[config.mk]
export PLATFORM = sky130hd
export DESIGN_NAME = pinchg_top
export DESIGN_NICKNAME = d
export VERILOG_FILES = /design/src/pinchg_pkg.sv /design/src/pinchg_top.sv /design/src/pinchg_sync.sv /design/src/pinchg_detect.sv
export VERILOG_INCLUDE_DIRS = /design/src /design/src/src
export SDC_FILE = /design/constraint.sdc
export NUM_CORES = 1
export LEC_CHECK = 0
export CAP_MARGIN = 20
export CELL_PAD_IN_SITES_DETAIL_PLACEMENT = 0
export CELL_PAD_IN_SITES_GLOBAL_PLACEMENT = 2
export CORE_UTILIZATION = 44
export CTS_BUF_LIST = sky130_fd_sc_hd__clkbuf_4
export CTS_CLUSTER_DIAMETER = 200
export DETAILED_ROUTE_END_ITERATION = 6
export DONT_BUFFER_PORTS = 1
export PLACE_DENSITY_LB_ADDON = 0.1
export SYNTH_ARGS = -nofsm -noshare
export SYNTH_HDL_FRONTEND = slang
export SYNTH_SLANG_ARGS = --single-unit
[constraint.sdc]
create_clock -name core_clk -period 4.1 [get_ports core_clk]
set_clock_uncertainty 0.2 [all_clocks]
set_input_delay 0.82 -clock core_clk [delete_from_list [all_inputs] [get_ports core_clk]]
set_output_delay 0.82 -clock core_clk [all_outputs]
set_load 0.05 [all_outputs]
[src/pinchg_cfg.svh]
// Address map, field positions and reset values of the pin-change block.
`ifndef PINCHG_CFG_SVH
`define PINCHG_CFG_SVH

`define PC_ADR_W       8
`define PC_OFF_ENA     8'h00
`define PC_OFF_ENB     8'h04
`define PC_OFF_CTL     8'h08
`define PC_OFF_STS     8'h0C
`define PC_OFF_MSK     8'h10

`define PC_RST_BYTE    8'h00
`define PC_RST_STS     2'h0
`define PC_RST_WORD    32'h0000_0000
`define PC_IMPL_A      8'hEF
`define PC_IMPL_B      8'hF3
`define PC_PIN_MASTER_CLEAR_PIN    5

`define PC_CTL_FLAG    0
`define PC_CTL_IEN     3
`define PC_STS_CHG     0
`define PC_STS_WAKE    1

`endif

[src/pinchg_pkg.sv]
// Types shared by the pin-change block.
`default_nettype none

package pinchg_pkg;

    typedef struct packed {
        logic [7:0] a;
        logic [7:0] b;
    } pinchg_pair_t;

    typedef enum logic [1:0] {
        BUS_IDLE = 2'b01,
        BUS_ACK  = 2'b10
    } pinchg_bus_st_t;

endpackage : pinchg_pkg

`default_nettype wire

[src/pinchg_top.sv]
// Pin-change interrupt block with a classic Wishbone register slave.
// Behaviour
// - One change-enable bit per implemented pin.
// - Power-on reset clears all change enables.
// - Master-clear pin function disables its detection.
// - Compare pins against latch captured on reads.
// - OR all enabled mismatches into change flag.
// - Enable clear: flag still sets, no request.
// - Port write also ends mismatch before clear.
// - Persisting mismatch keeps setting the flag.
// - Master clear leaves latch; flag re-sets.
// - Change during port access may be missed.
// - Enabled change wakes the core from sleep.
// - Port A bit four reads zero.
// - Analog-selected pin loses change detection.
`include "pinchg_cfg.svh"
`timescale 1ns/1ns
`default_nettype none

module pinchg_top (
    // Clock and reset
    input  wire logic                  core_clk,
    input  wire logic                  rstn,
    // Wishbone slave
    input  wire logic                  wb_cyc_i,
    input  wire logic                  wb_stb_i,
    input  wire logic                  wb_we_i,
    input  wire logic [`PC_ADR_W-1:0]  wb_adr_i,
    input  wire logic [3:0]            wb_sel_i,
    input  wire logic [31:0]           wb_dat_i,
    output logic                       wb_ack_o,
    output logic      [31:0]           wb_dat_o,
    // Port pins and analog selection
    input  wire pinchg_pkg::pinchg_pair_t port_pins,
    input  wire pinchg_pkg::pinchg_pair_t analog_sel,
    // Port access strobes from the core
    input  wire logic                  port_a_rd,
    input  wire logic                  port_a_wr,
    input  wire logic                  port_b_rd,
    input  wire logic                  port_b_wr,
    // Configuration and system state
    input  wire logic                  master_clear_pin_cfg,
    input  wire logic                  master_clear_pin_rst,
    input  wire logic                  sleep_mode,
    // Requests
    output logic                       change_irq_req,
    output logic                       wake_req,
    output logic                       irq_o
);

    pinchg_pkg::pinchg_pair_t   pins_s;
    pinchg_pkg::pinchg_bus_st_t st_d;
    pinchg_pkg::pinchg_bus_st_t st_q;
    logic [7:0]  en_a;
    logic [7:0]  en_b;
    logic [7:0]  mism_a;
    logic [7:0]  mism_b;
    logic [7:0]  lat_a;
    logic [7:0]  lat_b;
    logic        port_op;
    logic        chg_set;
    logic        req;
    logic        wr;
    logic        rd;
    logic        wr_ctl;
    logic [7:0]  ena_d;
    logic [7:0]  ena_q;
    logic [7:0]  enb_d;
    logic [7:0]  enb_q;
    logic        ien_d;
    logic        ien_q;
    logic        flag_d;
    logic        flag_q;
    logic [1:0]  sts_d;
    logic [1:0]  sts_q;
    logic [1:0]  msk_d;
    logic [1:0]  msk_q;
    logic        ack_d;
    logic        ack_q;
    logic [31:0] dat_d;
    logic [31:0] dat_q;
    logic        creq_d;
    logic        creq_q;
    logic        wake_d;
    logic        wake_q;
    logic        irq_d;
    logic        irq_q;

    // Pins are asynchronous; comparing them raw could flip the flag on a metastable bit.
    pinchg_sync #(
        .W (16)
    ) u_sync (
        .core_clk (core_clk),
        .rstn     (rstn),
        .async_in (port_pins),
        .sync_out (pins_s)
    );

    always_comb
    begin
        en_a = ena_q & ~analog_sel.a;
        en_b = enb_q & ~analog_sel.b;
        if (master_clear_pin_cfg)
        begin
            en_a[`PC_PIN_MASTER_CLEAR_PIN] = 1'b0;
        end
    end

    pinchg_detect u_det_a (
        .core_clk  (core_clk),
        .rstn      (rstn),
        .pins      (pins_s.a),
        .enable    (en_a),
        .capture   (port_a_rd | port_a_wr),
        .mismatch  (mism_a),
        .last_read (lat_a)
    );

    pinchg_detect u_det_b (
        .core_clk  (core_clk),
        .rstn      (rstn),
        .pins      (pins_s.b),
        .enable    (en_b),
        .capture   (port_b_rd | port_b_wr),
        .mismatch  (mism_b),
        .last_read (lat_b)
    );

    // A port access reloads the latch, so its mismatch is dropped that cycle.
    assign port_op = port_a_rd | port_a_wr | port_b_rd | port_b_wr;
    assign chg_set = ((|mism_a) | (|mism_b)) & ~port_op;

    // Bus slave: one request, one acknowledge, then back to idle.
    assign req    = wb_cyc_i & wb_stb_i & (st_q == pinchg_pkg::BUS_IDLE);
    assign wr     = req & wb_we_i & wb_sel_i[0];
    assign rd     = req & ~wb_we_i;
    assign wr_ctl = wr & (wb_adr_i == `PC_OFF_CTL);

    always_comb
    begin
        st_d  = st_q;
        ack_d = 1'b0;
        case (st_q)
            pinchg_pkg::BUS_IDLE:
            begin
                if (req)
                begin
                    st_d  = pinchg_pkg::BUS_ACK;
                    ack_d = 1'b1;
                end
            end
            pinchg_pkg::BUS_ACK:
            begin
                st_d = pinchg_pkg::BUS_IDLE;
            end
            default:
            begin
                st_d = pinchg_pkg::BUS_IDLE;
            end
        endcase
    end

    always_comb
    begin
        ena_d  = ena_q;
        enb_d  = enb_q;
        ien_d  = ien_q;
        flag_d = flag_q;
        sts_d  = sts_q;
        msk_d  = msk_q;
        dat_d  = dat_q;
        if (wr)
        begin
            case (wb_adr_i)
                `PC_OFF_ENA: ena_d = wb_dat_i[7:0] & `PC_IMPL_A;
                `PC_OFF_ENB: enb_d = wb_dat_i[7:0] & `PC_IMPL_B;
                `PC_OFF_CTL:
                begin
                    ien_d  = wb_dat_i[`PC_CTL_IEN];
                    flag_d = wb_dat_i[`PC_CTL_FLAG];
                end
                `PC_OFF_MSK: msk_d = wb_dat_i[1:0];
                default:     dat_d = dat_q;
            endcase
        end
        if (rd)
        begin
            dat_d = `PC_RST_WORD;
            case (wb_adr_i)
                `PC_OFF_ENA: dat_d[7:0] = ena_q;
                `PC_OFF_ENB: dat_d[7:0] = enb_q;
                `PC_OFF_CTL:
                begin
                    dat_d[`PC_CTL_IEN]  = ien_q;
                    dat_d[`PC_CTL_FLAG] = flag_q;
                end
                `PC_OFF_STS:
                begin
                    dat_d[1:0] = sts_q;
                    sts_d      = `PC_RST_STS;
                end
                `PC_OFF_MSK: dat_d[1:0] = msk_q;
                default:     dat_d = `PC_RST_WORD;
            endcase
        end
        // Master clear drops control but keeps enables, so a live mismatch re-flags.
        if (master_clear_pin_rst)
        begin
            ien_d  = 1'b0;
            flag_d = 1'b0;
            sts_d  = `PC_RST_STS;
            msk_d  = `PC_RST_STS;
        end
        // Hardware set wins over any clear in the same cycle.
        if (chg_set)
        begin
            flag_d             = 1'b1;
            sts_d[`PC_STS_CHG] = 1'b1;
        end
        wake_d = sleep_mode & ien_d & flag_d;
        if (wake_d)
        begin
            sts_d[`PC_STS_WAKE] = 1'b1;
        end
        creq_d = flag_d & ien_d;
        irq_d  = |(sts_d & msk_d);
    end

    always_ff @(posedge core_clk or negedge rstn)
    begin
        if (!rstn)
        begin
            st_q   <= pinchg_pkg::BUS_IDLE;
            ena_q  <= `PC_RST_BYTE;
            enb_q  <= `PC_RST_BYTE;
            ien_q  <= 1'b0;
            flag_q <= 1'b0;
            sts_q  <= `PC_RST_STS;
            msk_q  <= `PC_RST_STS;
            ack_q  <= 1'b0;
            dat_q  <= `PC_RST_WORD;
            creq_q <= 1'b0;
            wake_q <= 1'b0;
            irq_q  <= 1'b0;
        end
        else
        begin
            st_q   <= st_d;
            ena_q  <= ena_d;
            enb_q  <= enb_d;
            ien_q  <= ien_d;
            flag_q <= flag_d;
            sts_q  <= sts_d;
            msk_q  <= msk_d;
            ack_q  <= ack_d;
            dat_q  <= dat_d;
            creq_q <= creq_d;
            wake_q <= wake_d;
            irq_q  <= irq_d;
        end
    end

    assign wb_ack_o       = ack_q;
    assign wb_dat_o       = dat_q;
    assign change_irq_req = creq_q;
    assign wake_req       = wake_q;
    assign irq_o          = irq_q;
endmodule : pinchg_top

`default_nettype wire

[src/pinchg_sync.sv]
// Two-stage synchroniser for a group of asynchronous pin levels.
`timescale 1ns/1ns
`default_nettype none

module pinchg_sync #(
    parameter int W = 16
) (
    // Clock and reset
    input  wire logic         core_clk,
    input  wire logic         rstn,
    // Levels
    input  wire logic [W-1:0] async_in,
    output logic      [W-1:0] sync_out
);

    logic [W-1:0] meta_q;
    logic [W-1:0] sync_q;

    always_ff @(posedge core_clk or negedge rstn)
    begin
        if (!rstn)
        begin
            meta_q <= '0;
            sync_q <= '0;
        end
        else
        begin
            meta_q <= async_in;
            sync_q <= meta_q;
        end
    end

    assign sync_out = sync_q;

endmodule : pinchg_sync

`default_nettype wire

[src/pinchg_detect.sv]
// Last-read latch and mismatch detector for one eight-pin port.
`include "pinchg_cfg.svh"
`timescale 1ns/1ns
`default_nettype none

module pinchg_detect (
    // Clock and reset
    input  wire logic       core_clk,
    input  wire logic       rstn,
    // Port side
    input  wire logic [7:0] pins,
    input  wire logic [7:0] enable,
    input  wire logic       capture,
    // Result
    output logic      [7:0] mismatch,
    output logic      [7:0] last_read
);

    logic [7:0] lat_d;
    logic [7:0] lat_q;

    always_comb
    begin
        lat_d = lat_q;
        if (capture)
        begin
            lat_d = pins;
        end
    end

    // Only power-on reset touches the latch, so a master clear keeps it.
    always_ff @(posedge core_clk or negedge rstn)
    begin
        if (!rstn)
        begin
            lat_q <= `PC_RST_BYTE;
        end
        else
        begin
            lat_q <= lat_d;
        end
    end

    assign mismatch  = enable & (pins ^ lat_q);
    assign last_read = lat_q;

endmodule : pinchg_detect

`default_nettype wire

=== Word level (Yosys, flattened, before mapping) ===
Cells that the tools add are included.

* Bits in registers: 81
* Input port bits: 88
* Word-level logic and storage cells: 78

* Reductions and logical operators: 6
* Multiplexer cells: 25
* Bitwise gates (word level): 25
* Eq/ne operators: 6

{| class="wikitable"
|+ Operator list
! cell !! number
|-
| 8-bit AND || 4
|-
| 8-bit by 4-bit equality test with 1-bit output, second input constant || 2
|-
| 2-bit 2-to-1 mux || 8
|-
| 8-bit inverter || 2
|-
| 8-bit OR reduction || 2
|-
| 8-bit bitwise XOR || 2
|-
| 1-bit 2-to-1 mux || 13
|-
| 1-bit AND || 9
|-
| 8-bit by 3-bit equality test with 1-bit output, second input constant || 1
|-
| 8-bit by 5-bit equality test with 1-bit output, second input constant || 1
|-
| 8-bit logical NOT || 1
|-
| 4-bit case mux with 2 select lines || 1
|-
| 1-bit OR || 5
|-
| 1-bit case mux with 5 select lines || 1
|-
| 1-bit case mux with 4 select lines || 1
|-
| 2-bit AND reduction || 2
|-
| 2-bit AND || 1
|-
| 2-bit by 1-bit equality test with 1-bit output, second input constant || 1
|-
| 2-bit inequality test, second input constant || 1
|-
| 1-bit inverter || 2
|-
| 1-bit case mux with 2 select lines || 1
|-
| 2-bit OR reduction || 1
|}

=== Longest topological paths before layout ===
Gate-level depths: netlist of the first run.

* Word-level depth: 12
* Gate-level depth with buffers: 8
* Gate-level depth less buffers: 7

=== Cells and area by module ===
A second synthesis of the first run with hierarchy kept.

* Cells, all modules: 277
* Area total of the unflattened synthesis: 3570.9 µm²

{| class="wikitable"
|+ Modules (own cells, without submodules)
! module !! instances !! area an instance (µm²) !! cells each
|-
| pinchg_top || 1 || 1866.8 || 179
|-
| pinchg_detect || 2 || 451.7 || 33
|-
| pinchg_sync || 1 || 800.8 || 32
|}

=== Least setup slack after synthesis of the first run ===
Ideal clock, no wire load.

* Path type: in2reg
* Start: input wb_adr_i[2]
* End: register sts_q[1]
* Arrival: 2.359 ns
* Stages on the path: 6
* Path slack: 1.420 ns
* Setup time: 0.122 ns
* Required time: 3.778 ns
* Path through: buf_6 or4_4 nor4_4 mux2i_1 o21ai_1 a32o_1

* Word-level cells in the longest chain between the ends: 7
* Elaborated cells between the ends (all ways): 15
* Classes of those cells: 2 x eq/ne; 11 x mux; 2 x bitwise

{| class="wikitable"
|+ Ends and longest elaborated chain
! element !! line !! text
|-
| start, declared || pinchg_top.sv:28 || <nowiki>input wire logic [`PC_ADR_W-1:0] wb_adr_i,</nowiki>
|-
| 8-bit by 4-bit equality test with 1-bit output || pinchg_top.sv:174 || <nowiki>case (wb_adr_i)</nowiki>
|-
| 1-bit 2-to-1 mux || pinchg_top.sv:174 ||
|-
| 1-bit 2-to-1 mux || pinchg_top.sv:172 || <nowiki>if (wr)</nowiki>
|-
| 1-bit 2-to-1 mux || pinchg_top.sv:207 || <nowiki>if (master_clear_pin_rst)</nowiki>
|-
| 1-bit 2-to-1 mux || pinchg_top.sv:215 || <nowiki>if (chg_set)</nowiki>
|-
| net flag_d || pinchg_top.sv:72 || <nowiki>logic flag_d;</nowiki>
|-
| 1-bit AND || pinchg_top.sv:220 || <nowiki>wake_d = sleep_mode & ien_d & flag_d;</nowiki>
|-
| 1-bit 2-to-1 mux || pinchg_top.sv:221 || <nowiki>if (wake_d)</nowiki>
|-
| net sts_d[1] || pinchg_top.sv:74 || <nowiki>logic [1:0] sts_d;</nowiki>
|-
| end signal, assigned || pinchg_top.sv:238 || <nowiki>sts_q <= `PC_RST_STS;</nowiki>
|-
| end signal, assigned || pinchg_top.sv:253 || <nowiki>sts_q <= sts_d;</nowiki>
|-
| end, declared || pinchg_top.sv:75 || <nowiki>logic [1:0] sts_q;</nowiki>
|}

The timed path passes the listed nets, and every way through them passes these cells.
A chain may end at the register's enable or synchronous reset.

=== Final worst setup path of the first run ===
* Start: input wb_adr_i[5]
* End: register ena_q[7]

* Word-level cells in the longest chain between the ends: 2

{| class="wikitable"
|+ Ends and longest elaborated chain
! element !! line !! text
|-
| 8-bit logical NOT || pinchg_top.sv:174 ||
|-
| 2-bit AND reduction (no source line) || - ||
|-
| end signal, assigned || pinchg_top.sv:234 || <nowiki>ena_q <= `PC_RST_BYTE;</nowiki>
|-
| end signal, assigned || pinchg_top.sv:249 || <nowiki>ena_q <= ena_d;</nowiki>
|-
| end, declared || pinchg_top.sv:67 || <nowiki>logic [7:0] ena_q;</nowiki>
|}

No other way between the ends.

==> metrics.md, run 1 <==
| Metric | Value |
|---|---|
| Status | `completed` |
| #FFs+latches synth | `72` |
| Relative slew margins | `0.557` |
| Hold WS | `46.5 ps` |
| Drt via density | `5.36` |
| Synth Instances | `233` |
| Crit path launch | `wb_adr_i[5]` |
| Final WL | `5660 microns` |
| Cell area after technology mapping | `3040 sq um` |
| Rows | `29` |
| Die Wd | `85.1 microns` |
| Crit path max-delay family | `simple AND/OR/NAND/NOR gates` |
| Buf+Inv Stages, Crit Path | `0` |
| Main synth FF type | `dfrtp_1` |
| Synth top area share | `0.585` |
| Reg2reg end | `sts_q[1]` |
| Clock Latency Late Sink | `410 ps` |
| Ys async rst share | `1.00` |
| FILL cells | `614` |
| Via count | `1731` |
| I/O Buffers | `0` |
| Worst Path Required | `4200 ps` |
| Final Slew Violations | `0` |
| Initial Util | `0.468` |
| Syn. warnings | `0` |
| CTS tree | `built` |
| Post-synthesis average cell area | `13.0 sq um` |
| Routed wire per std cell | `17.5 microns` |
| Max incr delay on CP | `540 ps` |
| Crit path DAT | `2810 ps` |
| CP cell instances | `nor4_1 > nand2b_1 > nor4_2 > nor3b_4 > mux2_2` |
| Most common cell after layout, fill and taps aside | `dfrtp_1` |
| Number of distinct library cells after synthesis | `45` |
| Area occupied by multi-input gates | `1100 sq um` |
| Commonest non-fill, non-tap cells in the layout | `dfrtp_1, mux2_2, conb_1` |
| Pwr dens | `421 nW/um^2` |
| Worst-path maximum fanout | `8` |
| Critical-path top delay cell | `nor3b_4` |
| Post-CTS setup buffers | `0` |
| H-tree depth | `3` |
| Cells after DPL | `306` |
| Placed Area | `3020 sq um` |
| Nets | `329` |
| R2R cell count | `6` |
| First-pass GRT wire length | `9010 microns` |
| Gr ovfl total | `0` |
| PnR worst setup slack | `1390 ps` |
| Largest area contributor in the netlist | `dfrtp_1` |
| Share of cells above drive strength 1 | `0.199` |
| Final setup TNS | `0 ps` |
| DP HPWL | `4110 microns` |
| Vias in the first global route | `1737` |
| Initial DRC count | `58` |
| Max cap viols | `0` |
| Hold Path Class | `input pin to asynchronous set/reset pin` |
| Critical path depth | `5` |
| Post-route insts no fill | `323` |
| Clock sink total | `72` |
| Antenna violations before repair | `0` |
| Antenna-violating nets left | `0` |
| Minimum clock period | `2710 ps` |
| GR Util All Layers | `0.170` |
| FF-to-FF setup slack | `1690 ps` |
| Largest net degree at the start of global routing | `72` |
| Deepest clock path buffer count | `2` |
| Root Buffer Master | `clkbuf_4` |
| I/O pin total | `124` |
| Sequential share of the synthesized area | `0.593` |
| Crit end category | `register` |
| Fmax | `369 MHz` |
| Clock transition at the registers of the reported paths | `110 ps` |
| Top cells by area, synth | `dfrtp_1, mux2_2, buf_4, xor2_1, mux2i_1` |
| Peak VDD IR | `0.238 mV` |
| Area Overhead vs Synth | `4.86%` |
| EDFF count, synth | `0` |
| Fin crit share | `0.661` |
| Leakage | `1.50 nW` |
| Core area | `6490 sq um` |
| RePlAce Congestion | `0.746` |
| Final hold violation count | `0` |
| Slew @ Worst Pin | `662 ps` |
| Num CTS Buffers | `9` |
| Drt drc | `0` |
| Antenna Diode Count | `0` |
| Post-route cell area | `3190 sq um` |
| DP Worst Slack | `984 ps` |
| R2r startpoint | `u_det_b.last_read[0]` |
| Die Y | `85.1 microns` |
| Die Area | `7240 sq um` |
| RSZ-0062 raised after global routing | `false` |
| CP Launch Type | `input pin` |
| Crit path kind | `input pin to register` |
| Register area | `1800 sq um` |
| # setup viols final | `0` |
| Drt pass-1 iters | `4` |
per-layer routing:
| layer | up-vias | wire length [microns] | share of wire | track usage |
|---|---|---|---|---|
| li1 | 791 | - | - | - |
| met1 | 841 | 2560 | 0.45 | 0.224 |
| met5 | - | 0 | 0 | 0 |
| met2 | 84 | 2560 | 0.45 | 0.249 |
| met4 | 0 | 182 | 0.032 | 0.114 |
| met3 | 15 | 359 | 0.063 | 0.0438 |
cell usage after synthesis (all sizes together), types with 5 or more instances:
cell and number:
dfrtp 71, nor2 17, buf 27, nand3b 5, nor2b 5, mux2 25, mux2i 8, inv 5
xor2 11, nand2 8
report_power, final:
group | switching (mW) | internal (mW)
combinational | 0.0849 | 0.0325
sequential | 0.0451 | 0.743
clock | 0.245 | 0.190
worst max path at each step:
stage / to / slack [ps]
6_report: ena_q[7] / 1390
5_1_grt: ena_q[3] / 1230
4_1_cts: ena_q[2] / 1440
3_5_place_dp: ena_q[2] / 980
3_3_place_gp: ena_q[3] / 1020
2_1_floorplan: sts_q[1] / 1420
layout make-up:
type | instances | area share
multi-input combinational | 151 | 0.345
sequential | 72 | 0.566
inverter | 5 | 0.00589
timing repair buffer | 2 | 0.0110
tap | 77 | 0.0302
clock buffer | 10 | 0.0236
clock inverter | 6 | 0.0188
cell families after synthesis:
logic type / after synthesis / share of synthesized area
xor gates and xnor gates: 13 / 0.0375
DFF: 72 / 0.593
buffers and inverters: 33 / 0.0737
muxes: 33 / 0.119
AOI/OAI and AO/OA: 22 / 0.0585
other: 1 / 0.00123
and+or+nand+nor: 59 / 0.117
repair_timing:
item,in CTS,in global routing
setup endpoints to repair,0,0
gates resized for setup,0,0
hold buffers,1,0
endpoints found under the hold margin,71,0
flip-flops by register name (all words and copies together), names as in the netlist, 2 cells and up:
signal and flops:
u_sync.meta_q 13, u_sync.sync_out 13, wb_dat_o 8, ena_q 7, u_det_a.last_read 7, enb_q 6, u_det_b.last_read 6, msk_q 2
st_q 2, sts_q 2
metrics by stage:
stage                     utilization  power (mW)
after global routing            0.491        1.40
final                           0.491        1.34
after CTS                       0.491        1.36
after detailed placement        0.466       0.905
after floorplan                     -       0.913
after global placement          0.466       0.901
Power figures use the tool's default switching activity.
==> inputs of run 2 (changes only) <==
CORE_UTILIZATION = 41   (was 44)
clock period = 2.61 ns   (was 4.1 ns; I/O delays follow)
==> run 2 against run 1 <==
Effect of this change: first-iteration DRC count is 24% lower; worst setup slack got worse by 1100 ps; total power is 66% higher; sequential power rose by 57%; critical path depth is 1 higher; wire length down 2.1%; flip-flop and latch count unchanged; die area increased by 7.1%; final cell count is 14% higher; hold slack got worse by 3.7 ps; global-route usage down 1.3 points; clock power rose by 81%; critical path type is now register to register.
==> metrics.md, run 2 (synthesis gave the netlist of run 1 again) <==
| Metric | Value |
|---|---|
| Crit path kind | `register to register` |
| Final setup TNS | `0 ps (unchanged)` |
| # resized after CTS | `0 (unchanged)` |
| Final Slew Violations | `0 (unchanged)` |
| Reg2reg end | `irq_o` |
| Fin crit share | `0.885` |
| PnR worst setup slack | `301 ps (-1090 ps)` |
| P_sw | `0.604 mW (+61%)` |
| Die Y | `88.1 microns (+3.5%)` |
| Peak VDD IR | `0.438 mV (+84%)` |
| Routed wire per std cell | `15.1 microns (-14%)` |
| # setup viols final | `0 (unchanged)` |
| Minimum clock period | `2310 ps` |
| H-tree depth | `3 (unchanged)` |
| DP Worst Slack | `185 ps (-798 ps)` |
| Max incr delay on CP | `540 ps (about the same)` |
| Worst-path maximum fanout | `6 (-2)` |
| Crit path max-delay family | `simple AND/OR/NAND/NOR gates` |
| RSZ-0062 raised after global routing | `false` |
| Hold-fix buffers, CTS | `16 (+15)` |
| Most common cell after layout, fill and taps aside | `dfrtp_1` |
| GR Util All Layers | `0.157 (-0.0135)` |
| CTS tree | `built` |
| Area Overhead vs Synth | `13.4%` |
| Critical-path top delay cell | `dfstp_2` |
| Clock share of power | `0.353 (+0.029)` |
| Buf+Inv Stages, Crit Path | `0 (unchanged)` |
| Antenna violations before repair | `1 (+1)` |
| Crit path DAT | `2400 ps (-410 ps)` |
| DP HPWL | `4160 microns (+1.1%)` |
| Initial Util | `0.421 (-0.0467)` |
| Crit path launch | `st_q[0]` |
| Cell Int Power | `1.63 mW (+69%)` |
| Final WL | `5540 microns (-2.1%)` |
| Sequential share of power | `0.555 (-0.033)` |
| Status | `completed` |
| Gr ovfl total | `0 (unchanged)` |
| Switching share of power | `0.271 (-0.00926)` |
| Pwr dens | `647 nW/um^2 (+54%)` |
| Commonest non-fill, non-tap cells in the layout | `dfrtp_1, mux2_2, conb_1` |
| Leakage | `1.61 nW (+7.3%)` |
| Deepest clock path buffer count | `2 (unchanged)` |
| Vias in the first global route | `1848 (+6.4%)` |
| Drt pass-1 iters | `4 (unchanged)` |
| CP cell instances | `nand4b_1 > nor4_4 > mux2i_1 > nor2_1 > a31oi_1 > o22ai_2` |
| Core area | `7210 sq um (+11%)` |
| I/O pin total | `124 (unchanged)` |
| Die Area | `7760 sq um (+7.1%)` |
| Post-route insts no fill | `368 (+14%)` |
| Crit end category | `register` |
| Crit path to | `irq_o` |
| Clock sink total | `72 (unchanged)` |
| Drt via density | `4.83 (-9.9%)` |
| Post-CTS setup buffers | `0 (unchanged)` |
| Fmax | `433 MHz` |
| Initial DRC count | `44 (-24%)` |
| R2R cell count | `6 (unchanged)` |
| Num CTS Buffers | `9 (unchanged)` |
| Hold Path Class | `input pin to register` |
| I/O Buffers | `0 (unchanged)` |
| Clock Latency Late Sink | `390 ps (-20 ps)` |
| R2r startpoint | `st_q[0]` |
| Share of cells above drive strength 1 | `0.205 (+0.00604)` |
| FF-to-FF setup slack | `300 ps (-1390 ps)` |
| Cells after DPL | `335 (+9.5%)` |
| Drt drc | `0 (unchanged)` |
| Root Buffer Master | `clkbuf_4` |
| Combinational power share | `0.092 (+0.004)` |
| Max cap viols | `0 (unchanged)` |
| Clock transition at the registers of the reported paths | `120 ps (about the same)` |
| RePlAce Congestion | `0.821 (+10%)` |
| Final Util | `0.478 (-0.0130)` |
| Worst Path Required | `2700 ps (-1500 ps)` |
| Final hold violation count | `0 (unchanged)` |
| CP Launch Type | `register` |
| Critical path depth | `6 (+1)` |
| Rows | `31 (+6.9%)` |
| Nets | `351 (+6.7%)` |
| Antenna-violating nets left | `0 (unchanged)` |
| Via count | `1777 (+2.7%)` |
| First-pass GRT wire length | `8950 microns (-0.69%)` |
| Die Wd | `88.1 microns (+3.5%)` |
| Largest net degree at the start of global routing | `73 (+1.4%)` |
==> run 2: worst min-delay path by stage <==
| stage | depth (start not counted) | slack (ps) | end | start |
|---|---|---|---|---|
| floorplan | 0 | 30 | change_irq_req | rstn |
| global placement | 0 | 30 | wb_dat_o[2] | rstn |
| detailed placement | 0 | 30 | wb_dat_o[2] | rstn |
| CTS | 2 | 20 | ena_q[6] | wb_dat_i[6] |
| global route | 2 | 30 | ena_q[6] | wb_dat_i[6] |
| finish | 2 | 40 | ena_q[6] | wb_dat_i[6] |
==> run 2: stage by stage <==
| stage | instance area (sq um) | hold slack [ps] | total power, mW |
|---|---|---|---|
| 4_1_cts | 3440 | 17.7 | 2.26 |
| 5_1_grt | 3450 | 30.1 | 2.33 |
| 3_3_place_gp | 3100 | 28.3 | 1.42 |
| 2_1_floorplan | 3130 | 26.4 | 1.43 |
| 3_5_place_dp | 3100 | 28.5 | 1.42 |
| 6_report | 3450 | 42.8 | 2.23 |
==> run 2: worst register-to-register path: cells and delay by family (launching register included) <==
kind            cells  cell delay (ps)
flops               1              540
compound gates      2              300
mux                 1              280
simple gates        3              890
==> run 2: layout make-up <==
type                            count  area [sq um]
Clock buffer                        9          67.6
Sequential cell                    72          1800
Antenna cell                        1          2.50
Timing Repair Buffer               24           238
Tap cell                           99           124
Inverter                            5          18.8
Clock inverter                      7          93.8
Fill cell                         691          3770
Multi-Input combinational cell    151          1100
==> run 2: power groups by stage <==
stage / Clock, mW / Combinational, mW / Sequential [mW]
after floorplan: 0 / 0.181 / 1.25
after global placement: 0 / 0.161 / 1.26
after detailed placement: 0 / 0.163 / 1.26
after CTS: 0.815 / 0.209 / 1.24
after global routing: 0.862 / 0.227 / 1.25
final: 0.787 / 0.206 / 1.24
==> run 2: per-layer routing <==
metal  GRT usage  wire, microns
met4      0.0836            142
met5           0              0
met2       0.255           2690
met3      0.0537            406
met1       0.184           2300
==> inputs of run 3 (changes only) <==
CORE_ASPECT_RATIO = 0.75   (was not set)
==> run 3 against run 2 <==
Effect of this change: total power down 0.32%; critical path depth up 1; die area is essentially flat; largest cell class unchanged; final area shrank 0.18%; first-iteration DRC count rose by 84%; wire length up 7.7%; flip-flop and latch count is the same; core utilization increased by 1.4 points; register-to-register slack got worse by 20 ps.
==> metrics.md, run 3 (synthesis gave the netlist of run 1 again) <==
| Metric | Value |
|---|---|
| Worst hold path endpoint | `ena_q[6]` |
| Minimum clock period | `2330 ps (+17.0 ps)` |
| I/O Buffers | `0 (unchanged)` |
| Max incr delay on CP | `400 ps (-140 ps)` |
| Gr ovfl total | `0 (unchanged)` |
| RePlAce Congestion | `0.744 (-9.4%)` |
| Drt drc | `0 (unchanged)` |
| Routed wire per std cell | `16.3 microns (+8.3%)` |
| Drt pass-1 iters | `4 (unchanged)` |
| I/O pin total | `124 (unchanged)` |
| Max cap viols | `0 (unchanged)` |
| Worst Path Required | `2710 ps (about the same)` |
| Placed Area | `3100 sq um (-0.28%)` |
| Post-route insts no fill | `366 (-0.54%)` |
| Final setup TNS | `0 ps (unchanged)` |
| Nets | `350 (-0.28%)` |
| Status | `completed` |
| First-pass GRT wire length | `9680 microns (+8.2%)` |
| Num CTS Buffers | `9 (unchanged)` |
| DP HPWL | `4360 microns (+4.9%)` |
| Critical-path top delay cell | `dfrtp_1` |
| Crit path DAT | `2430 ps (+30 ps)` |
| Die Area | `7760 sq um (about the same)` |
| FF-to-FF setup slack | `280 ps (-20 ps)` |
| GR Util All Layers | `0.171 (+0.0137)` |
| Root Buffer Master | `clkbuf_4` |
| R2R cell count | `7 (+1)` |
| CTS tree | `built` |
| Area Overhead vs Synth | `13.2%` |
| Fmax | `430 MHz (-0.73%)` |
| R2r startpoint | `u_det_b.last_read[0]` |
| Final Slew Violations | `0 (unchanged)` |
| Drt via density | `4.94 (+2.4%)` |
| Crit path kind | `register to register` |
| Antenna violations before repair | `1 (unchanged)` |
| Initial DRC count | `81 (+84%)` |
| Reg2reg end | `sts_q[1]` |
| Cells after DPL | `333 (-0.60%)` |
| Worst-path maximum fanout | `4 (-2)` |
| Commonest non-fill, non-tap cells in the layout | `dfrtp_1, mux2_2, conb_1` |
| H-tree depth | `3 (unchanged)` |
| Hold Path Class | `input pin to register` |
| Most common cell after layout, fill and taps aside | `dfrtp_1` |
| Initial Util | `0.435 (+0.0133)` |
| Die Wd | `101 microns (+15%)` |
| Pwr dens | `646 nW/um^2 (-0.14%)` |
| FILL cells | `625 (-9.6%)` |
| Die Y | `76.6 microns (-13%)` |
| Final hold violation count | `0 (unchanged)` |
| # setup viols final | `0 (unchanged)` |
| Vias in the first global route | `1846 (-0.11%)` |
| Crit end category | `register` |
| CP cell instances | `xor2_1 > a222oi_1 > nand4_1 > o311ai_1 > buf_4 > o21ai_1 > a32o_1` |
| Antenna-violating nets left | `0 (unchanged)` |
| Core area | `6990 sq um (-3.1%)` |
| Clock transition at the registers of the reported paths | `120 ps (about the same)` |
| DP Worst Slack | `162 ps (-23.2 ps)` |
| Share of cells above drive strength 1 | `0.206 (+0.000769)` |
| Deepest clock path buffer count | `2 (unchanged)` |
| Post-CTS setup buffers | `0 (unchanged)` |
| PnR worst setup slack | `284 ps (-17.0 ps)` |
| Fin crit share | `0.891 (+0.00651)` |
| Leakage | `1.60 nW (-0.73%)` |
| Via count | `1809 (+1.8%)` |
| # resized after CTS | `0 (unchanged)` |
| Worst hold start | `wb_dat_i[6]` |
| Peak VDD IR | `0.370 mV (-16%)` |
| Hold depth | `2 (unchanged)` |
| Clock sink total | `72 (unchanged)` |
| Final WL | `5970 microns (+7.7%)` |
| RSZ-0062 raised after global routing | `false` |
| Post-route cell area | `3440 sq um (-0.18%)` |
| CP Launch Type | `register` |
| Rows | `26 (-16%)` |
| Largest net degree at the start of global routing | `73 (unchanged)` |
| Clock Latency Late Sink | `400 ps (about the same)` |
==> run 3: changes by cell type in the layout (fill, tap and decap cells not counted) <==
cell,before,now
clkinvlp_4,1,3
inv_6,2,0
buf_4,8,7
clkinv_1,1,0
clkinv_4,0,1
==> run 3: through the flow <==
step	hold slack, ps	util	total power [mW]
CTS	0.889	0.491	2.26
finish	37.3	0.492	2.22
global placement	28.6	0.443	1.42
floorplan	26.4	-	1.43
global route	20.6	0.492	2.33
detailed placement	28.4	0.443	1.43
==> run 3: power breakdown <==
group          total (mW)  internal (mW)  leakage (nW)  switching, mW
clock network       0.777          0.387        0.0781          0.390
registers            1.24           1.17         0.899         0.0701
logic               0.209         0.0689         0.621          0.140
total                2.22           1.62          1.60          0.600
==> run 3: worst max-delay path: cells and delay by family, from the launching register on <==
family	cells	cell delay, ps
buffers and inverters	1	180
DFF	1	400
and+or+nand+nor	1	180
xor gates and xnor gates	1	170
AOI/OAI and AO/OA	4	1090
==> run 3: final cells by class <==
cell class              instances  area, sq um  area share
repair buffers                 23          230      0.0669
inverters                       5         18.8     0.00546
well taps                      98          123      0.0356
flip-flops and latches         72         1800       0.524
multi-input cells             151         1100       0.319
clock buffers                   9         67.6      0.0196
clock inverters                 7         96.3      0.0280
diodes                          1         2.50    0.000728
==> run 3: per-layer routing <==
layer	share of wire	global-route usage
met5	0	0
met3	0.077	0.0679
met4	0.013	0.0609
met2	0.45	0.243
met1	0.46	0.234
==> run 3: repair_timing <==
| action | CTS | global route |
|---|---|---|
| setup endpoints to repair | 0 | 0 |
| endpoints found under the hold margin | 88 | 0 |
| hold buffers | 16 | 0 |
==> run 3: how the worst max path moves through the flow <==
stage | from | slack, ps | cells past startpoint | end
final | u_det_b.last_read[0] | 280 | 7 | sts_q[1]
after global routing | st_q[0] | 110 | 8 | irq_o
after floorplan | wb_adr_i[2] | 230 | 6 | sts_q[1]
after detailed placement | wb_adr_i[2] | 160 | 5 | sts_q[1]
after CTS | u_det_b.last_read[0] | 260 | 7 | sts_q[1]
after global placement | wb_adr_i[5] | 200 | 6 | ena_q[2]
